--- src/verilog/otpps_defs.svh ---
// Timing constants and limits for the one-time programmable byte programmer
`ifndef OTPPS_DEFS_SVH
`define OTPPS_DEFS_SVH

// Clock period
`define OTPPS_CLK_NS        10
// Program pulse width, nominal, least and longest
`define OTPPS_TPW_NS        50000
`define OTPPS_TPW_MIN_NS    47500
`define OTPPS_TPW_MAX_NS    52500
`define OTPPS_TPW_CYC       (`OTPPS_TPW_NS / `OTPPS_CLK_NS)
`define OTPPS_TPW_MIN_CYC   ((`OTPPS_TPW_MIN_NS + `OTPPS_CLK_NS - 1) / `OTPPS_CLK_NS)
`define OTPPS_TPW_MAX_CYC   (`OTPPS_TPW_MAX_NS / `OTPPS_CLK_NS)
// Setup, hold and recovery times, all least times
`define OTPPS_TSET_NS       2000
`define OTPPS_TSET_CYC      ((`OTPPS_TSET_NS + `OTPPS_CLK_NS - 1) / `OTPPS_CLK_NS)
`define OTPPS_TLAH_NS       100
`define OTPPS_TLAH_CYC      ((`OTPPS_TLAH_NS + `OTPPS_CLK_NS - 1) / `OTPPS_CLK_NS)
// Data valid after output enable, float after release
`define OTPPS_TOE_NS        150
`define OTPPS_TOE_CYC       ((`OTPPS_TOE_NS + `OTPPS_CLK_NS - 1) / `OTPPS_CLK_NS)
`define OTPPS_TDFP_NS       130
`define OTPPS_TDFP_CYC      ((`OTPPS_TDFP_NS + `OTPPS_CLK_NS - 1) / `OTPPS_CLK_NS)
// Retry pulses allowed per byte
`define OTPPS_MAX_RETRY     10
// Bit of the upper address lines that selects the identification byte
`define OTPPS_ID_SEL_BIT    0

`endif

--- src/verilog/otpps_pkg.sv ---
// Types shared by the programmer modules
`default_nettype none

package otpps_pkg;

  typedef enum logic [4:0] {
    ST_IDLE, ST_VCC_UP, ST_VPP_UP, ST_ID_UP, ST_ALE, ST_LATCH, ST_DSET, ST_PULSE,
    ST_DHOLD, ST_VDROP, ST_VRISE, ST_OE, ST_FLOAT, ST_CHECK, ST_PUSH, ST_VCC_NOM,
    ST_SHUT, ST_OFF
  } otpps_state_t;

  typedef enum logic [1:0] {
    MD_PASS1, MD_VERIFY, MD_READBACK, MD_IDENT
  } otpps_mode_t;

endpackage : otpps_pkg

`default_nettype wire

--- src/verilog/otpps_fifo.sv ---
// Small FIFO with registered read data and valid/ready on both sides
`timescale 1ns/1ps
`default_nettype none

module otpps_fifo #(
  parameter int DW = 8,
  parameter int DEPTH = 16
) (
  // Clock and reset
  input  wire logic          mclk,
  input  wire logic          arst_n,
  // Fill side
  input  wire logic          in_valid,
  output logic               in_ready,
  input  wire logic [DW-1:0] in_data,
  // Drain side
  output logic               out_valid,
  input  wire logic          out_ready,
  output logic [DW-1:0]      out_data
);

  localparam int AW = $clog2(DEPTH);

  logic [DW-1:0] mem [DEPTH];
  logic [AW-1:0] wr_ptr_q;
  logic [AW-1:0] rd_ptr_q;
  logic [AW:0]   cnt_q;
  logic          ov_q;
  logic [DW-1:0] od_q;

  wire push = in_valid && in_ready;
  wire load = (cnt_q != '0) && (!ov_q || out_ready);

  assign in_ready  = (cnt_q != (AW+1)'(DEPTH));
  assign out_valid = ov_q;
  assign out_data  = od_q;

  always_ff @(posedge mclk) begin
    if (push) begin
      mem[wr_ptr_q] <= in_data;
    end
  end

  // Head word moves into an output register so the read data never come from the array
  always_ff @(posedge mclk or negedge arst_n) begin
    if (!arst_n) begin
      wr_ptr_q <= '0;
      rd_ptr_q <= '0;
      cnt_q    <= '0;
      ov_q     <= 1'b0;
      od_q     <= '0;
    end else begin
      if (push) begin
        wr_ptr_q <= wr_ptr_q + 1'b1;
      end
      if (load) begin
        rd_ptr_q <= rd_ptr_q + 1'b1;
        od_q     <= mem[rd_ptr_q];
      end
      cnt_q <= cnt_q + (AW+1)'(push) - (AW+1)'(load);
      if (load) begin
        ov_q <= 1'b1;
      end else if (out_ready) begin
        ov_q <= 1'b0;
      end
    end
  end

endmodule : otpps_fifo

`default_nettype wire

--- src/verilog/otpps_ctrl.sv ---
// Programming controller for a byte-wide OTP memory with multiplexed address/data lines
// Function
// - Each program pulse on the latch strobe lasts 50 us, within 47.5 to 52.5 us.
// - Start at address zero, programming core supply, then high program voltage.
// - First pass gives every address exactly one pulse, no verify reads.
// - Then verify each address; on mismatch add single pulses, verify after each.
// - A byte still failing after ten retry pulses stops and fails the part.
// - A verified byte moves on to the next address until all are checked.
// - Drop program voltage and core supply, read all back, compare, report.
// - Core supply on no later than program voltage, off no earlier.
// - Identification holds upper lines low, high-voltage line elevated, toggles select.
`timescale 1ns/1ps
`default_nettype none
`include "otpps_defs.svh"

module otpps_ctrl #(
  parameter int AW = 16,
  parameter int PW_CYC = `OTPPS_TPW_CYC,
  parameter int FIFO_DEPTH = 16
) (
  // Clock and reset
  input  wire logic          mclk,
  input  wire logic          arst_n,
  // Commands and source data
  input  wire logic          start_prog,
  input  wire logic          start_id,
  input  wire logic [AW-1:0] last_addr,
  input  wire logic [7:0]    src_data,
  output logic [AW-1:0]      src_addr_q,
  // Status
  output logic               busy_q,
  output logic               done_q,
  output logic               pass_q,
  output logic               fail_q,
  output logic [7:0]         id_mfr_q,
  output logic [7:0]         id_dev_q,
  // Read-back stream
  output logic               rb_valid_q,
  input  wire logic          rb_ready,
  output logic [7:0]         rb_data_q,
  // Memory pins
  output logic [7:0]         muxed_addr_data_lines_o_q,
  output logic               muxed_addr_data_lines_oe_n_q,
  input  wire logic [7:0]    muxed_addr_data_lines_i,
  output logic [7:0]         upper_address_lines_q,
  output logic               ale_q,
  output logic               oe_n_q,
  output logic               vpp_hv_q,
  output logic               vcc_on_q,
  output logic               vcc_prog_q,
  output logic               id_high_voltage_line_q
);

  // ==========================================================
  // Timing
  // Limits scale with PW_CYC, so a shortened pulse keeps the same five percent tolerance
  localparam int TPW_MIN = (`OTPPS_TPW_MIN_CYC * PW_CYC + `OTPPS_TPW_CYC - 1) / `OTPPS_TPW_CYC;
  localparam int TPW_MAX = (`OTPPS_TPW_MAX_CYC * PW_CYC) / `OTPPS_TPW_CYC;
  localparam logic [3:0] MAX_RETRY = 4'(`OTPPS_MAX_RETRY);

  function automatic logic [15:0] wait_of(input otpps_pkg::otpps_state_t s);
    case (s)
      otpps_pkg::ST_PULSE: wait_of = 16'(PW_CYC - 1);
      otpps_pkg::ST_LATCH: wait_of = 16'(`OTPPS_TLAH_CYC - 1);
      otpps_pkg::ST_OE:    wait_of = 16'(`OTPPS_TOE_CYC - 1);
      otpps_pkg::ST_FLOAT: wait_of = 16'(`OTPPS_TDFP_CYC - 1);
      otpps_pkg::ST_VCC_UP, otpps_pkg::ST_VPP_UP, otpps_pkg::ST_ID_UP, otpps_pkg::ST_ALE,
      otpps_pkg::ST_DSET, otpps_pkg::ST_DHOLD, otpps_pkg::ST_VDROP, otpps_pkg::ST_VRISE,
      otpps_pkg::ST_VCC_NOM, otpps_pkg::ST_SHUT: wait_of = 16'(`OTPPS_TSET_CYC - 1);
      default: wait_of = 16'h0000;
    endcase
  endfunction : wait_of

  // ==========================================================
  // State
  otpps_pkg::otpps_state_t st_q, st_d;
  otpps_pkg::otpps_mode_t  md_q, md_d;
  logic [15:0]   tmr_q, tmr_d;
  logic [AW-1:0] addr_q, addr_d;
  logic [3:0]    retry_q, retry_d;
  logic          prg_q, prg_d;
  logic          sel_q, sel_d;
  logic          bad_q, bad_d;
  logic [7:0]    rd_q, rd_d;
  logic          done_d, pass_d, fail_d;
  logic [7:0]    mfr_d, dev_d;

  wire tmr_zero  = (tmr_q == 16'h0000);
  wire is_last   = (addr_q == last_addr);
  wire match     = (rd_q == src_data);
  wire fifo_in_ready;
  wire fifo_push = (st_q == otpps_pkg::ST_PUSH);

  always_comb begin
    st_d    = st_q;
    md_d    = md_q;
    addr_d  = addr_q;
    retry_d = retry_q;
    prg_d   = prg_q;
    sel_d   = sel_q;
    bad_d   = bad_q;
    rd_d    = rd_q;
    done_d  = 1'b0;
    pass_d  = pass_q;
    fail_d  = fail_q;
    mfr_d   = id_mfr_q;
    dev_d   = id_dev_q;
    case (st_q)
      otpps_pkg::ST_IDLE: begin
        addr_d  = '0;
        retry_d = 4'h0;
        bad_d   = 1'b0;
        sel_d   = 1'b0;
        if (start_prog) begin
          md_d   = otpps_pkg::MD_PASS1;
          prg_d  = 1'b1;
          pass_d = 1'b0;
          fail_d = 1'b0;
          st_d   = otpps_pkg::ST_VCC_UP;
        end else if (start_id) begin
          md_d  = otpps_pkg::MD_IDENT;
          prg_d = 1'b0;
          st_d  = otpps_pkg::ST_ID_UP;
        end
      end
      otpps_pkg::ST_VCC_UP:  if (tmr_zero) st_d = otpps_pkg::ST_VPP_UP;
      otpps_pkg::ST_VPP_UP:  if (tmr_zero) st_d = otpps_pkg::ST_ALE;
      otpps_pkg::ST_ID_UP:   if (tmr_zero) st_d = otpps_pkg::ST_ALE;
      otpps_pkg::ST_ALE:     if (tmr_zero) st_d = otpps_pkg::ST_LATCH;
      otpps_pkg::ST_LATCH: begin
        if (tmr_zero) st_d = prg_q ? otpps_pkg::ST_DSET : otpps_pkg::ST_OE;
      end
      otpps_pkg::ST_DSET:    if (tmr_zero) st_d = otpps_pkg::ST_PULSE;
      otpps_pkg::ST_PULSE:   if (tmr_zero) st_d = otpps_pkg::ST_DHOLD;
      otpps_pkg::ST_DHOLD: begin
        if (tmr_zero) begin
          prg_d = 1'b0;
          st_d  = otpps_pkg::ST_VDROP;
          if (md_q == otpps_pkg::MD_PASS1) begin
            if (is_last) begin
              addr_d = '0;
              md_d   = otpps_pkg::MD_VERIFY;
            end else begin
              addr_d = addr_q + 1'b1;
              prg_d  = 1'b1;
              st_d   = otpps_pkg::ST_ALE;
            end
          end
        end
      end
      otpps_pkg::ST_VDROP:   if (tmr_zero) st_d = otpps_pkg::ST_ALE;
      otpps_pkg::ST_VRISE:   if (tmr_zero) st_d = otpps_pkg::ST_ALE;
      otpps_pkg::ST_OE: begin
        if (tmr_zero) begin
          rd_d = muxed_addr_data_lines_i;
          st_d = otpps_pkg::ST_FLOAT;
        end
      end
      otpps_pkg::ST_FLOAT: begin
        if (tmr_zero) st_d = (md_q == otpps_pkg::MD_READBACK) ? otpps_pkg::ST_PUSH
                                                                : otpps_pkg::ST_CHECK;
      end
      otpps_pkg::ST_CHECK: begin
        if (md_q == otpps_pkg::MD_IDENT) begin
          if (!sel_q) begin
            mfr_d = rd_q;
            sel_d = 1'b1;
            st_d  = otpps_pkg::ST_ALE;
          end else begin
            dev_d = rd_q;
            st_d  = otpps_pkg::ST_SHUT;
          end
        end else if (match) begin
          retry_d = 4'h0;
          if (is_last) begin
            addr_d = '0;
            st_d   = otpps_pkg::ST_VCC_NOM;
          end else begin
            addr_d = addr_q + 1'b1;
            st_d   = otpps_pkg::ST_VDROP;
          end
        end else if (retry_q == MAX_RETRY) begin
          fail_d = 1'b1;
          st_d   = otpps_pkg::ST_SHUT;
        end else begin
          retry_d = retry_q + 1'b1;
          prg_d   = 1'b1;
          st_d    = otpps_pkg::ST_VRISE;
        end
      end
      otpps_pkg::ST_VCC_NOM: begin
        if (tmr_zero) begin
          md_d = otpps_pkg::MD_READBACK;
          st_d = otpps_pkg::ST_ALE;
        end
      end
      otpps_pkg::ST_PUSH: begin
        if (fifo_in_ready) begin
          if (!match) bad_d = 1'b1;
          if (is_last) begin
            st_d = otpps_pkg::ST_SHUT;
          end else begin
            addr_d = addr_q + 1'b1;
            st_d   = otpps_pkg::ST_ALE;
          end
        end
      end
      otpps_pkg::ST_SHUT:    if (tmr_zero) st_d = otpps_pkg::ST_OFF;
      otpps_pkg::ST_OFF: begin
        done_d = 1'b1;
        if (md_q == otpps_pkg::MD_READBACK) begin
          pass_d = !bad_q;
          fail_d = bad_q;
        end
        st_d = otpps_pkg::ST_IDLE;
      end
      default: st_d = otpps_pkg::ST_IDLE;
    endcase
  end

  // ==========================================================
  // Pin levels, decoded from the next state so each pin leaves a flip-flop
  wire in_prog = (md_d == otpps_pkg::MD_PASS1) || (md_d == otpps_pkg::MD_VERIFY);
  wire vcc_d   = (st_d != otpps_pkg::ST_IDLE) && (st_d != otpps_pkg::ST_OFF);
  // Supply leaves the programming level only after the high voltage is gone
  wire vprog_d = vcc_d && in_prog && (st_d != otpps_pkg::ST_VCC_NOM)
                 && (st_d != otpps_pkg::ST_SHUT || vcc_prog_q);
  wire vpp_d   = in_prog && prg_d && !(st_d inside {otpps_pkg::ST_IDLE, otpps_pkg::ST_VCC_UP,
                 otpps_pkg::ST_VDROP, otpps_pkg::ST_SHUT, otpps_pkg::ST_OFF});
  wire ale_d   = (st_d == otpps_pkg::ST_ALE) || (st_d == otpps_pkg::ST_PULSE)
                 || !vcc_d;
  wire oe_n_d  = (st_d != otpps_pkg::ST_OE);
  wire drv_n_d = !vcc_d || (st_d inside {otpps_pkg::ST_OE, otpps_pkg::ST_FLOAT,
                 otpps_pkg::ST_CHECK, otpps_pkg::ST_PUSH});
  wire idhv_d  = (md_d == otpps_pkg::MD_IDENT) && vcc_d && (st_d != otpps_pkg::ST_SHUT);
  wire [7:0] ad_d = (st_d inside {otpps_pkg::ST_DSET, otpps_pkg::ST_PULSE,
                    otpps_pkg::ST_DHOLD}) ? src_data : addr_d[7:0];
  wire [7:0] ua_d = (md_d == otpps_pkg::MD_IDENT) ?
                    (8'h00 | (8'(sel_d) << `OTPPS_ID_SEL_BIT)) : 8'(addr_d >> 8);

  always_ff @(posedge mclk or negedge arst_n) begin
    if (!arst_n) begin
      st_q    <= otpps_pkg::ST_IDLE;
      md_q    <= otpps_pkg::MD_PASS1;
      tmr_q   <= 16'h0000;
      addr_q  <= '0;
      retry_q <= 4'h0;
      prg_q   <= 1'b0;
      sel_q   <= 1'b0;
      bad_q   <= 1'b0;
      rd_q    <= 8'h00;
    end else begin
      st_q    <= st_d;
      md_q    <= md_d;
      tmr_q   <= (st_d != st_q) ? wait_of(st_d) : (tmr_zero ? tmr_q : tmr_q - 1'b1);
      addr_q  <= addr_d;
      retry_q <= retry_d;
      prg_q   <= prg_d;
      sel_q   <= sel_d;
      bad_q   <= bad_d;
      rd_q    <= rd_d;
    end
  end

  always_ff @(posedge mclk or negedge arst_n) begin
    if (!arst_n) begin
      busy_q <= 1'b0;
      done_q <= 1'b0;
      pass_q <= 1'b0;
      fail_q <= 1'b0;
      id_mfr_q <= 8'h00;
      id_dev_q <= 8'h00;
      src_addr_q <= '0;
    end else begin
      busy_q <= (st_d != otpps_pkg::ST_IDLE);
      done_q <= done_d;
      pass_q <= pass_d;
      fail_q <= fail_d;
      id_mfr_q <= mfr_d;
      id_dev_q <= dev_d;
      src_addr_q <= addr_d;
    end
  end

  always_ff @(posedge mclk or negedge arst_n) begin
    if (!arst_n) begin
      muxed_addr_data_lines_o_q    <= 8'h00;
      muxed_addr_data_lines_oe_n_q <= 1'b1;
      upper_address_lines_q        <= 8'h00;
      ale_q                        <= 1'b1;
      oe_n_q                       <= 1'b1;
      vpp_hv_q                     <= 1'b0;
      vcc_on_q                     <= 1'b0;
      vcc_prog_q                   <= 1'b0;
      id_high_voltage_line_q       <= 1'b0;
    end else begin
      muxed_addr_data_lines_o_q    <= ad_d;
      muxed_addr_data_lines_oe_n_q <= drv_n_d;
      upper_address_lines_q        <= ua_d;
      ale_q                        <= ale_d;
      oe_n_q                       <= oe_n_d;
      vpp_hv_q                     <= vpp_d;
      vcc_on_q                     <= vcc_d;
      vcc_prog_q                   <= vprog_d;
      id_high_voltage_line_q       <= idhv_d;
    end
  end

  // ==========================================================
  // Read-back buffer; a stalled drain holds the sequence in ST_PUSH
  otpps_fifo #(.DW(8), .DEPTH(FIFO_DEPTH)) u_fifo (
    .mclk      (mclk),
    .arst_n    (arst_n),
    .in_valid  (fifo_push),
    .in_ready  (fifo_in_ready),
    .in_data   (rd_q),
    .out_valid (rb_valid_q),
    .out_ready (rb_ready),
    .out_data  (rb_data_q)
  );

  // ==========================================================
  // Checks
  logic [15:0] pw_cnt_q;
  always_ff @(posedge mclk or negedge arst_n) begin
    if (!arst_n) pw_cnt_q <= 16'h0000;
    else pw_cnt_q <= (st_q == otpps_pkg::ST_PULSE) ? pw_cnt_q + 1'b1 : 16'h0000;
  end

  a_pulse_width: assert property (@(posedge mclk) disable iff (!arst_n)
    (st_q == otpps_pkg::ST_PULSE && st_d != otpps_pkg::ST_PULSE)
    |-> (32'(pw_cnt_q) + 1 >= TPW_MIN && 32'(pw_cnt_q) + 1 <= TPW_MAX))
    else $error("program pulse width out of range");
  a_prog_entry: assert property (@(posedge mclk) disable iff (!arst_n)
    $rose(vpp_hv_q) && md_q == otpps_pkg::MD_PASS1 && addr_q == '0 |-> vcc_prog_q)
    else $error("high voltage raised without programming supply");
  a_pass1_noread: assert property (@(posedge mclk) disable iff (!arst_n)
    md_q == otpps_pkg::MD_PASS1 |-> oe_n_q && retry_q == 4'h0)
    else $error("read or retry during first pass");
  a_retry_limit: assert property (@(posedge mclk) disable iff (!arst_n)
    retry_q <= MAX_RETRY)
    else $error("retry counter beyond limit");
  a_fail_stop: assert property (@(posedge mclk) disable iff (!arst_n)
    st_q == otpps_pkg::ST_CHECK && md_q == otpps_pkg::MD_VERIFY && !match
    && retry_q == MAX_RETRY |=> fail_d && st_q == otpps_pkg::ST_SHUT)
    else $error("exhausted byte did not fail the part");
  a_addr_advance: assert property (@(posedge mclk) disable iff (!arst_n)
    md_q == otpps_pkg::MD_VERIFY && st_q == otpps_pkg::ST_CHECK && !match
    |=> addr_q == $past(addr_q))
    else $error("address moved on a mismatch");
  a_readback_lv: assert property (@(posedge mclk) disable iff (!arst_n)
    md_q == otpps_pkg::MD_READBACK && !oe_n_q |-> !vpp_hv_q && !vcc_prog_q)
    else $error("read-back at programming levels");
  a_supply_order: assert property (@(posedge mclk) disable iff (!arst_n)
    (vpp_hv_q |-> vcc_on_q && vcc_prog_q) and ($fell(vcc_on_q) |-> !$past(vpp_hv_q)))
    else $error("supply sequencing violated");
  a_id_lines: assert property (@(posedge mclk) disable iff (!arst_n)
    id_high_voltage_line_q |-> (upper_address_lines_q >> 1) == 8'h00)
    else $error("upper lines not low in identification");
  a_retry_count: assert property (@(posedge mclk) disable iff (!arst_n)
    st_q == otpps_pkg::ST_CHECK && md_q == otpps_pkg::MD_VERIFY && !match
    && retry_q < MAX_RETRY |=> retry_q == $past(retry_q) + 4'h1)
    else $error("retry counter did not count");

endmodule : otpps_ctrl

`default_nettype wire

--- config.mk ---
export PLATFORM = sky130hd
export DESIGN_NAME = otpps_ctrl
export DESIGN_NICKNAME = d
export VERILOG_FILES = /design/src/verilog/otpps_pkg.sv /design/src/verilog/otpps_fifo.sv /design/src/verilog/otpps_ctrl.sv
export VERILOG_INCLUDE_DIRS = /design/src /design/src/verilog
export SDC_FILE = /design/constraint.sdc
export NUM_CORES = 1
export LEC_CHECK = 0
export ABC_AREA = 1
export BUFFER_PORTS_ARGS = -buffer_cell sky130_fd_sc_hd__buf_2
export CELL_PAD_IN_SITES_DETAIL_PLACEMENT = 1
export CELL_PAD_IN_SITES_GLOBAL_PLACEMENT = 1
export CORE_MARGIN = 2
export CORE_UTILIZATION = 43
export CTS_BUF_LIST = sky130_fd_sc_hd__clkbuf_8
export DETAILED_ROUTE_END_ITERATION = 6
export HOLD_SLACK_MARGIN = 0.1
export MAX_ROUTING_LAYER = met4
export PLACE_DENSITY_LB_ADDON = 0.1
export SLEW_MARGIN = 20
export SYNTH_ARGS = -nofsm -noshare
export SYNTH_HDL_FRONTEND = slang
export SYNTH_SLANG_ARGS = --single-unit
--- constraint.sdc ---
create_clock -name mclk -period 2.35 [get_ports mclk]
set_input_delay 0.47 -clock mclk [delete_from_list [all_inputs] [get_ports mclk]]
set_output_delay 0.47 -clock mclk [all_outputs]
set_load 0.01 [all_outputs]
# [After elaboration in Yosys (flattened, before gate mapping)]
# Memory sizes are Yosys's and may differ from the RTL's. A register that Yosys moved wholly into a read port is not among the register bits.
# Cells that the tools add are included.
[word_totals] ff_bits=111 ram_bits=128 rom_bits=288 out_inout_bits=68 word_cells=207 mem_count=2
[classes] n_addsub=7 eq_ne=51 n_mux=74 bitwise=1 n_reduce_logical=44
[mem_list] memory="(name not given)" words=32 word_bits=9 rd=1 rd_clocked_by_memory_dff=0 wr=0 line_no="otpps_ctrl.sv:62" text="case (s)"
[mem_list] memory="u_fifo.mem" words=16 word_bits=8 rd=1 rd_clocked_by_memory_dff=1 wr=1 line_no="otpps_fifo.sv:24" text="logic [DW-1:0] mem [DEPTH];"
[ops] operator="2-to-1 mux 16 bit" count=9
[ops] operator="2-to-1 mux 5 bit" count=18
[ops] operator="equality test 5 x 4 -> 1 bit (second input constant)" count=14
[ops] operator="one-hot mux 5 bit (13 select lines)" count=1
[ops] operator="one-hot mux 16 bit (4 select lines)" count=1
[ops] operator="equality test 5 x 3 -> 1 bit (second input constant)" count=7
[ops] operator="2-to-1 mux 4 bit" count=6
[ops] operator="2-to-1 mux 1 bit" count=22
[ops] operator="equality test 5 bit (second input constant)" count=4
[ops] operator="adder 16 x 1 -> 16 bit (second input constant)" count=1
[ops] operator="equality test 16 bit" count=1
[ops] operator="zero test 16 bit" count=1
[ops] operator="2-to-1 mux 8 bit" count=2
[ops] operator="subtractor 16 x 1 -> 16 bit (second input constant)" count=1
[ops] operator="inequality test 5 bit (second input constant)" count=3
[ops] operator="AND reduction 3 bit" count=5
[ops] operator="nonzero test 5 bit" count=3
[ops] operator="2-to-1 mux 2 bit" count=7
[ops] operator="inequality test 2 bit (second input constant)" count=7
[ops] operator="adder 4 x 1 -> 4 bit (second input constant)" count=3
[ops] operator="equality test 5 x 1 -> 1 bit (second input constant)" count=2
[ops] operator="equality test 5 x 2 -> 1 bit (second input constant)" count=2
[ops] operator="logical AND 1 bit" count=10
[ops] operator="zero test 5 bit" count=2
[ops] operator="25 further kinds" count=45

# [Longest topological paths before layout]
[logic_depth] ltp_word=10 mapped_depth=23

# [Cells and area by module]
# From an unflattened synthesis, not the netlist that was laid out.
[hier_totals] hier_cells=1436 hier_area_um2=12504.5
[by_module_without_submodules] mod="otpps_fifo" n_inst=1 cells_each=653 area_per_inst_um2=6662.6
[by_module_without_submodules] mod="otpps_ctrl" n_inst=1 cells_each=783 area_per_inst_um2=5841.9

# [Worst setup path before layout]
# Ideal clock, no wire load.
[synth_timing] path_type="register to register" from="reg u_fifo.cnt_q[2]" to="reg u_fifo.cnt_q[4]" setup_ps=79 arrival_time_ps=2352 required_ps=2271 setup_slack_ps=-81 stages_incl_launch_ff=14 path_buffers=1 path_cell_list="dfrtp_1 -> inv_1 -> ha_1 -> nand4_1 -> nand2_1 -> inv_1 -> clkbuf_1 -> ha_1 -> inv_1 -> ha_1 -> inv_1 -> fa_1 -> o21ai_0 -> xor2_1"
[synth_between] elab_cells_between_ends=6 cone_classes="2 x add/sub; 1 x eq/ne; 3 x reduce/logical"
[synth_lines] item="start: declaration" line_no="otpps_fifo.sv:27" text="logic [AW:0] cnt_q;"
[synth_lines] item="start signal: assignment" line_no="otpps_fifo.sv:60" text="cnt_q <= cnt_q + (AW+1)'(push) - (AW+1)'(load);"
[synth_lines] item="nonzero test 5 bit" line_no="otpps_fifo.sv:32" text="wire load = (cnt_q != '0) && (!ov_q || out_ready);"
[synth_lines] item="logical AND 1 bit" line_no="otpps_fifo.sv:32"
[synth_lines] item="named net u_fifo.load" line_no="otpps_fifo.sv:32"
[synth_lines] item="subtractor 5 x 1 -> 5 bit" line_no="otpps_fifo.sv:60"
# The timed path passes the listed nets, and every way through them passes these cells.
# A chain may end at the register's enable or synchronous reset.

# [Worst setup path in the final report]
[layout_timing] from="reg st_q[2]" to="reg tmr_q[2]"
[layout_between] elab_chain_len=5 elab_cells_between_ends=36 cone_classes="18 x eq/ne; 15 x mux; 2 x reduce/logical; 1 x memory"
[layout_rtl] item="start: declaration" line_no="otpps_ctrl.sv:76" text="otpps_pkg::otpps_state_t st_q, st_d;"
[layout_rtl] item="start signal: assignment" line_no="otpps_ctrl.sv:243" text="st_q <= otpps_pkg::ST_IDLE;"
[layout_rtl] item="start signal: assignment" line_no="otpps_ctrl.sv:253" text="st_q <= st_d;"
[layout_rtl] item="equality test 5 x 4 -> 1 bit / equality test 5 x 2 -> 1 bit (equally long branches)" line_no="otpps_ctrl.sv:108" text="case (st_q)"
[layout_rtl] item="OR reduction 5 bit (no line)"
[layout_rtl] item="one-hot mux 5 bit (13 select lines) (*)" line_no="otpps_ctrl.sv:108"
[layout_rtl] item="named net st_d[0]" line_no="otpps_ctrl.sv:76"
[layout_rtl] item="memory (32 x 9 bit) / inequality test 5 bit (equally long branches)"
[layout_rtl] item="2-to-1 mux 16 bit / inequality test 2 x 1 -> 1 bit (equally long branches)"
[layout_rtl] item="end signal: assignment" line_no="otpps_ctrl.sv:255" text="tmr_q <= (st_d != st_q) ? wait_of(st_d) : (tmr_zero ? tmr_q : tmr_q - 1'b1);"
[layout_rtl] item="end: declaration" line_no="otpps_ctrl.sv:78" text="logic [15:0] tmr_q, tmr_d;"
# Mark *: on every way through the listed nets, which the timed path passes. The rest lies on a longest branch.

==> results by group <==
Drt
  • 1st-iter DRT viols: about 760
  • Pre-antenna DRT Iters: 5
  • Drt drc: 0
  • WL per Instance: 21.6 um
  • WL final: 45800 um
  • Vias per std cell: 5.39
  • DR vias: 11400
  • Remaining antenna violation count: 0

Hold path
  • WHS Endpoint: rd_q[5]
  • HP Start: muxed_addr_data_lines_i[5]
  • Hold Crit Class: primary input to flip-flop
  • Hold path depth: 3

Timing
  • Worst-margin pin slew: 583 ps
  • Tcrit/Tclk final: 116%
  • Final Worst Setup Slack: -385 ps
  • Achievable Freq: around 0.37 GHz
  • Max-slew violation count: 0
  • Final setup fails: 37
  • Min Hold Slack: 171 ps
  • Period minus WS final: 2740 ps
  • Final hold viol count: 0
  • RSZ-0062 raised after global routing: yes
  • Skew final: 22.3 ps
  • Normalized max-slew margin: 61.2%

Clock tree
  • TritonCTS Buffers: 43
  • CTS clk-pin slew, worst paths: ~70 ps
  • CTS tree: yes
  • CTS Sinks: 247
  • Max H-tree Level: 2
  • CTS max path bufs: 3
  • Worst-skew pair later-pin latency: 580 ps
  • Clock tree root buffer cell: clkbuf_8

Global routing
  • GR Overflow Total: 0
  • Vias in the first global route: approximately 12000
  • Pin count of the biggest net entering global routing: 67
  • Initial antenna violation count: 1
  • First-pass GRT wire length: 62800 um
  • Total global-route track usage: between 20% and 30%

Final layout
  • Area growth syn-to-layout: 41.6%
  • Fin nets: ~1800
  • Share of layout cells above drive strength 1: between 40% and 50%
  • Most common cell after layout, fill and taps aside: buf_4
  • Most frequent cells in the layout: buf_4 (256), nand2_1 (229), nor2_1 (146)
  • Filler cell count: 3117

Critical path
  • R2r setup slk: -390 ps
  • Worst setup EP type: flip-flop
  • Slowest CP cell: dfrtp_2
  • CP peak stage delay: 450 ps
  • WP data required: 2810 ps
  • Crit path max fanout: 6
  • Crit-path cells: buf_12 -> nor2_4 -> nand2_2 -> nor2_4 -> inv_2 -> o22ai_1 -> buf_4 -> a21oi_4 -> nand2_4 -> buf_4 -> nand2_2 -> nand2_1 -> nand2_1 -> nand2_2 -> nand2_1 -> nand2_1 -> nand3_1 -> nand2_1 -> inv_1
  • Reg-to-reg startpoint: st_q[2]
  • Worst R2R Path Depth: 19
  • Most common cell on crit path: nand2_1
  • Critical path class: flip-flop to flip-flop
  • Worst r2r dst: tmr_q[2]
  • Critical Path Source Type: flip-flop
  • Critical Path AT: 3200 ps

Place
  • Routability cong.: ~0.88
  • DPL Wire Length: approximately 28000 um
  • Place WS: -364 ps
  • Port buffer count: 104

Die
  • Row cnt: 61
  • Initial Util: roughly 44%
  • Overall die height: 172 um
  • Die Area: 0.0294 mm2
  • Die X: between 150 and 200 um
  • Core Box Area: 0.0277 mm2
  • Top Ports: 105

Synth
  • Cells after Synth: 1301
  • Most used DFF post-synth: edfxtp_1
  • Yosys warns: 0
  • Post-Syn Area: about 0.012 mm2
  • Yosys reg bits: 247
  • Number of synthesized flops with an enable pin: ~130
  • Synth async-reset ratio: 48.2%
  • Seq/Total Area, Yosys: 56.6%
  • Library cells used by synthesis: 53
  • Synthesized area per cell: 9.27 um2
  • Post-Syn Nets: 1355

Pwr
  • Pwr Total: 17.5 mW
  • Lkg Pwr: slightly below 8 nW
  • Worst-case vdd ir drop: 0.000502 V
  • Power Density: a little over 1000 mW/mm2

Run status
  • Status: complete, but fails checks
  • Failing checks: negative setup slack

Job
  • Max Cap Viol: 0
## area by class of cell
| class | instances | area (um2) | area share (%) |
|---|---|---|---|
| Sequential cell | 247 | 6840 | 40.0 |
| Clock buffer | 47 | 647 | 3.79 |
| Tap cell | 378 | 473 | 2.77 |
| Multi-Input combinational cell | 866 | 5360 | 31.4 |
| Clock inverter | 33 | 219 | 1.28 |
| Inverter | 150 | 593 | 3.47 |
| Antenna cell | 1 | 2.50 | 0.0146 |
| Timing Repair Buffer | 399 | 2960 | 17.3 |
## sequential cells by signal, summed over array words and instances, names as in the netlist, 2 cells and up
register                   count
id_mfr_q                       8
id_dev_q                       8
md_q                           2
muxed_addr_data_lines_o_q      8
rd_q                           8
tmr_q                         16
u_fifo.mem                   128
src_addr_q                    16
st_q                           5
upper_address_lines_q          8
u_fifo.out_data                8
retry_q                        4
u_fifo.rd_ptr_q                4
u_fifo.wr_ptr_q                4
u_fifo.cnt_q                   5
## cell families (layout without fill, tap and decap cells)
family                   count (synthesis)  count (layout)  share of synthesized area, %
AO/OA/AOI/OAI                          234             234                          11.7
XOR/XNOR                                36              36                          2.61
adder cells (fa/ha/maj)                 17              17                          1.82
buffers and inverters                  188             629                          6.31
flip-flops                             247             247                          56.6
other                                    0               1                             0
AND/OR/NAND/NOR                        579             579                          21.0
## power breakdown
| group | internal, mW | switching, mW |
|---|---|---|
| combinational | 3.28 | 4.85 |
| sequential | 4.96 | 0.378 |
| clock | 2.10 | 1.93 |
## routing by layer
metal | track usage [%] | vias up | wire length, um
li1 | - | 5162 | -
met1 | 34.0 | 5746 | 18300
met2 | 50.3 | 362 | 23500
met3 | 4.00 | 152 | 1900
met4 | 10.2 | 0 | 2050
met5 | - | - | 0
## Yosys cell counts (all sizes together), types with 13 or more instances
library cell	count	area [um2]
xor2	18	158
o21ai	124	632
nor3	20	121
o22ai	16	100
inv	146	553
o211ai	13	97.6
a21oi	35	194
edfxtp	128	3840
nand2	293	1200
nor2	198	826
dfrtp	116	2900
xnor2	18	158
clkbuf	29	109
o221ai	24	210
ha	16	200
nand3	56	300
## worst max-delay path by stage
stage / from / depth (start not counted) / end
2_1_floorplan: u_fifo.cnt_q[3] / 13 / u_fifo.cnt_q[4]
3_3_place_gp: src_addr_q[1] / 13 / upper_address_lines_q[6]
3_5_place_dp: src_addr_q[1] / 13 / upper_address_lines_q[6]
4_1_cts: tmr_q[0] / 20 / muxed_addr_data_lines_o_q[2]
5_1_grt: tmr_q[12] / 21 / tmr_q[2]
6_report: st_q[2] / 19 / tmr_q[2]
## worst max-delay path: cells and delay by family (launching register included)
| kind | cells | cell delay (ps) |
|---|---|---|
| AO/OA/AOI/OAI | 2 | 280 |
| buffers and inverters | 5 | 630 |
| flip-flops | 1 | 450 |
| AND/OR/NAND/NOR | 12 | 1260 |
## through the flow
stage | cells | area (um2) | setup TNS (ps) | util, %
final | 2121 | 17100 | -8330 | 61.7
after global routing | 2121 | 17100 | -14940 | 61.7
after global placement | 1985 | 14700 | -11630 | 53.2
after CTS | 2098 | 16300 | -1440 | 59.0
after detailed placement | 1985 | 14700 | -19720 | 53.2
after floorplan | 1301 | 12100 | -17.0 | -
## timing repair
item	in CTS	in global routing
gates cloned	1	0
setup endpoints to repair	112	80
pin swaps	50	55
resized for setup	145	144
endpoints found under the hold margin	28	0
hold buffers	1	0
setup buffers	31	24
Note: power is estimated with default switching activity, not from simulation.
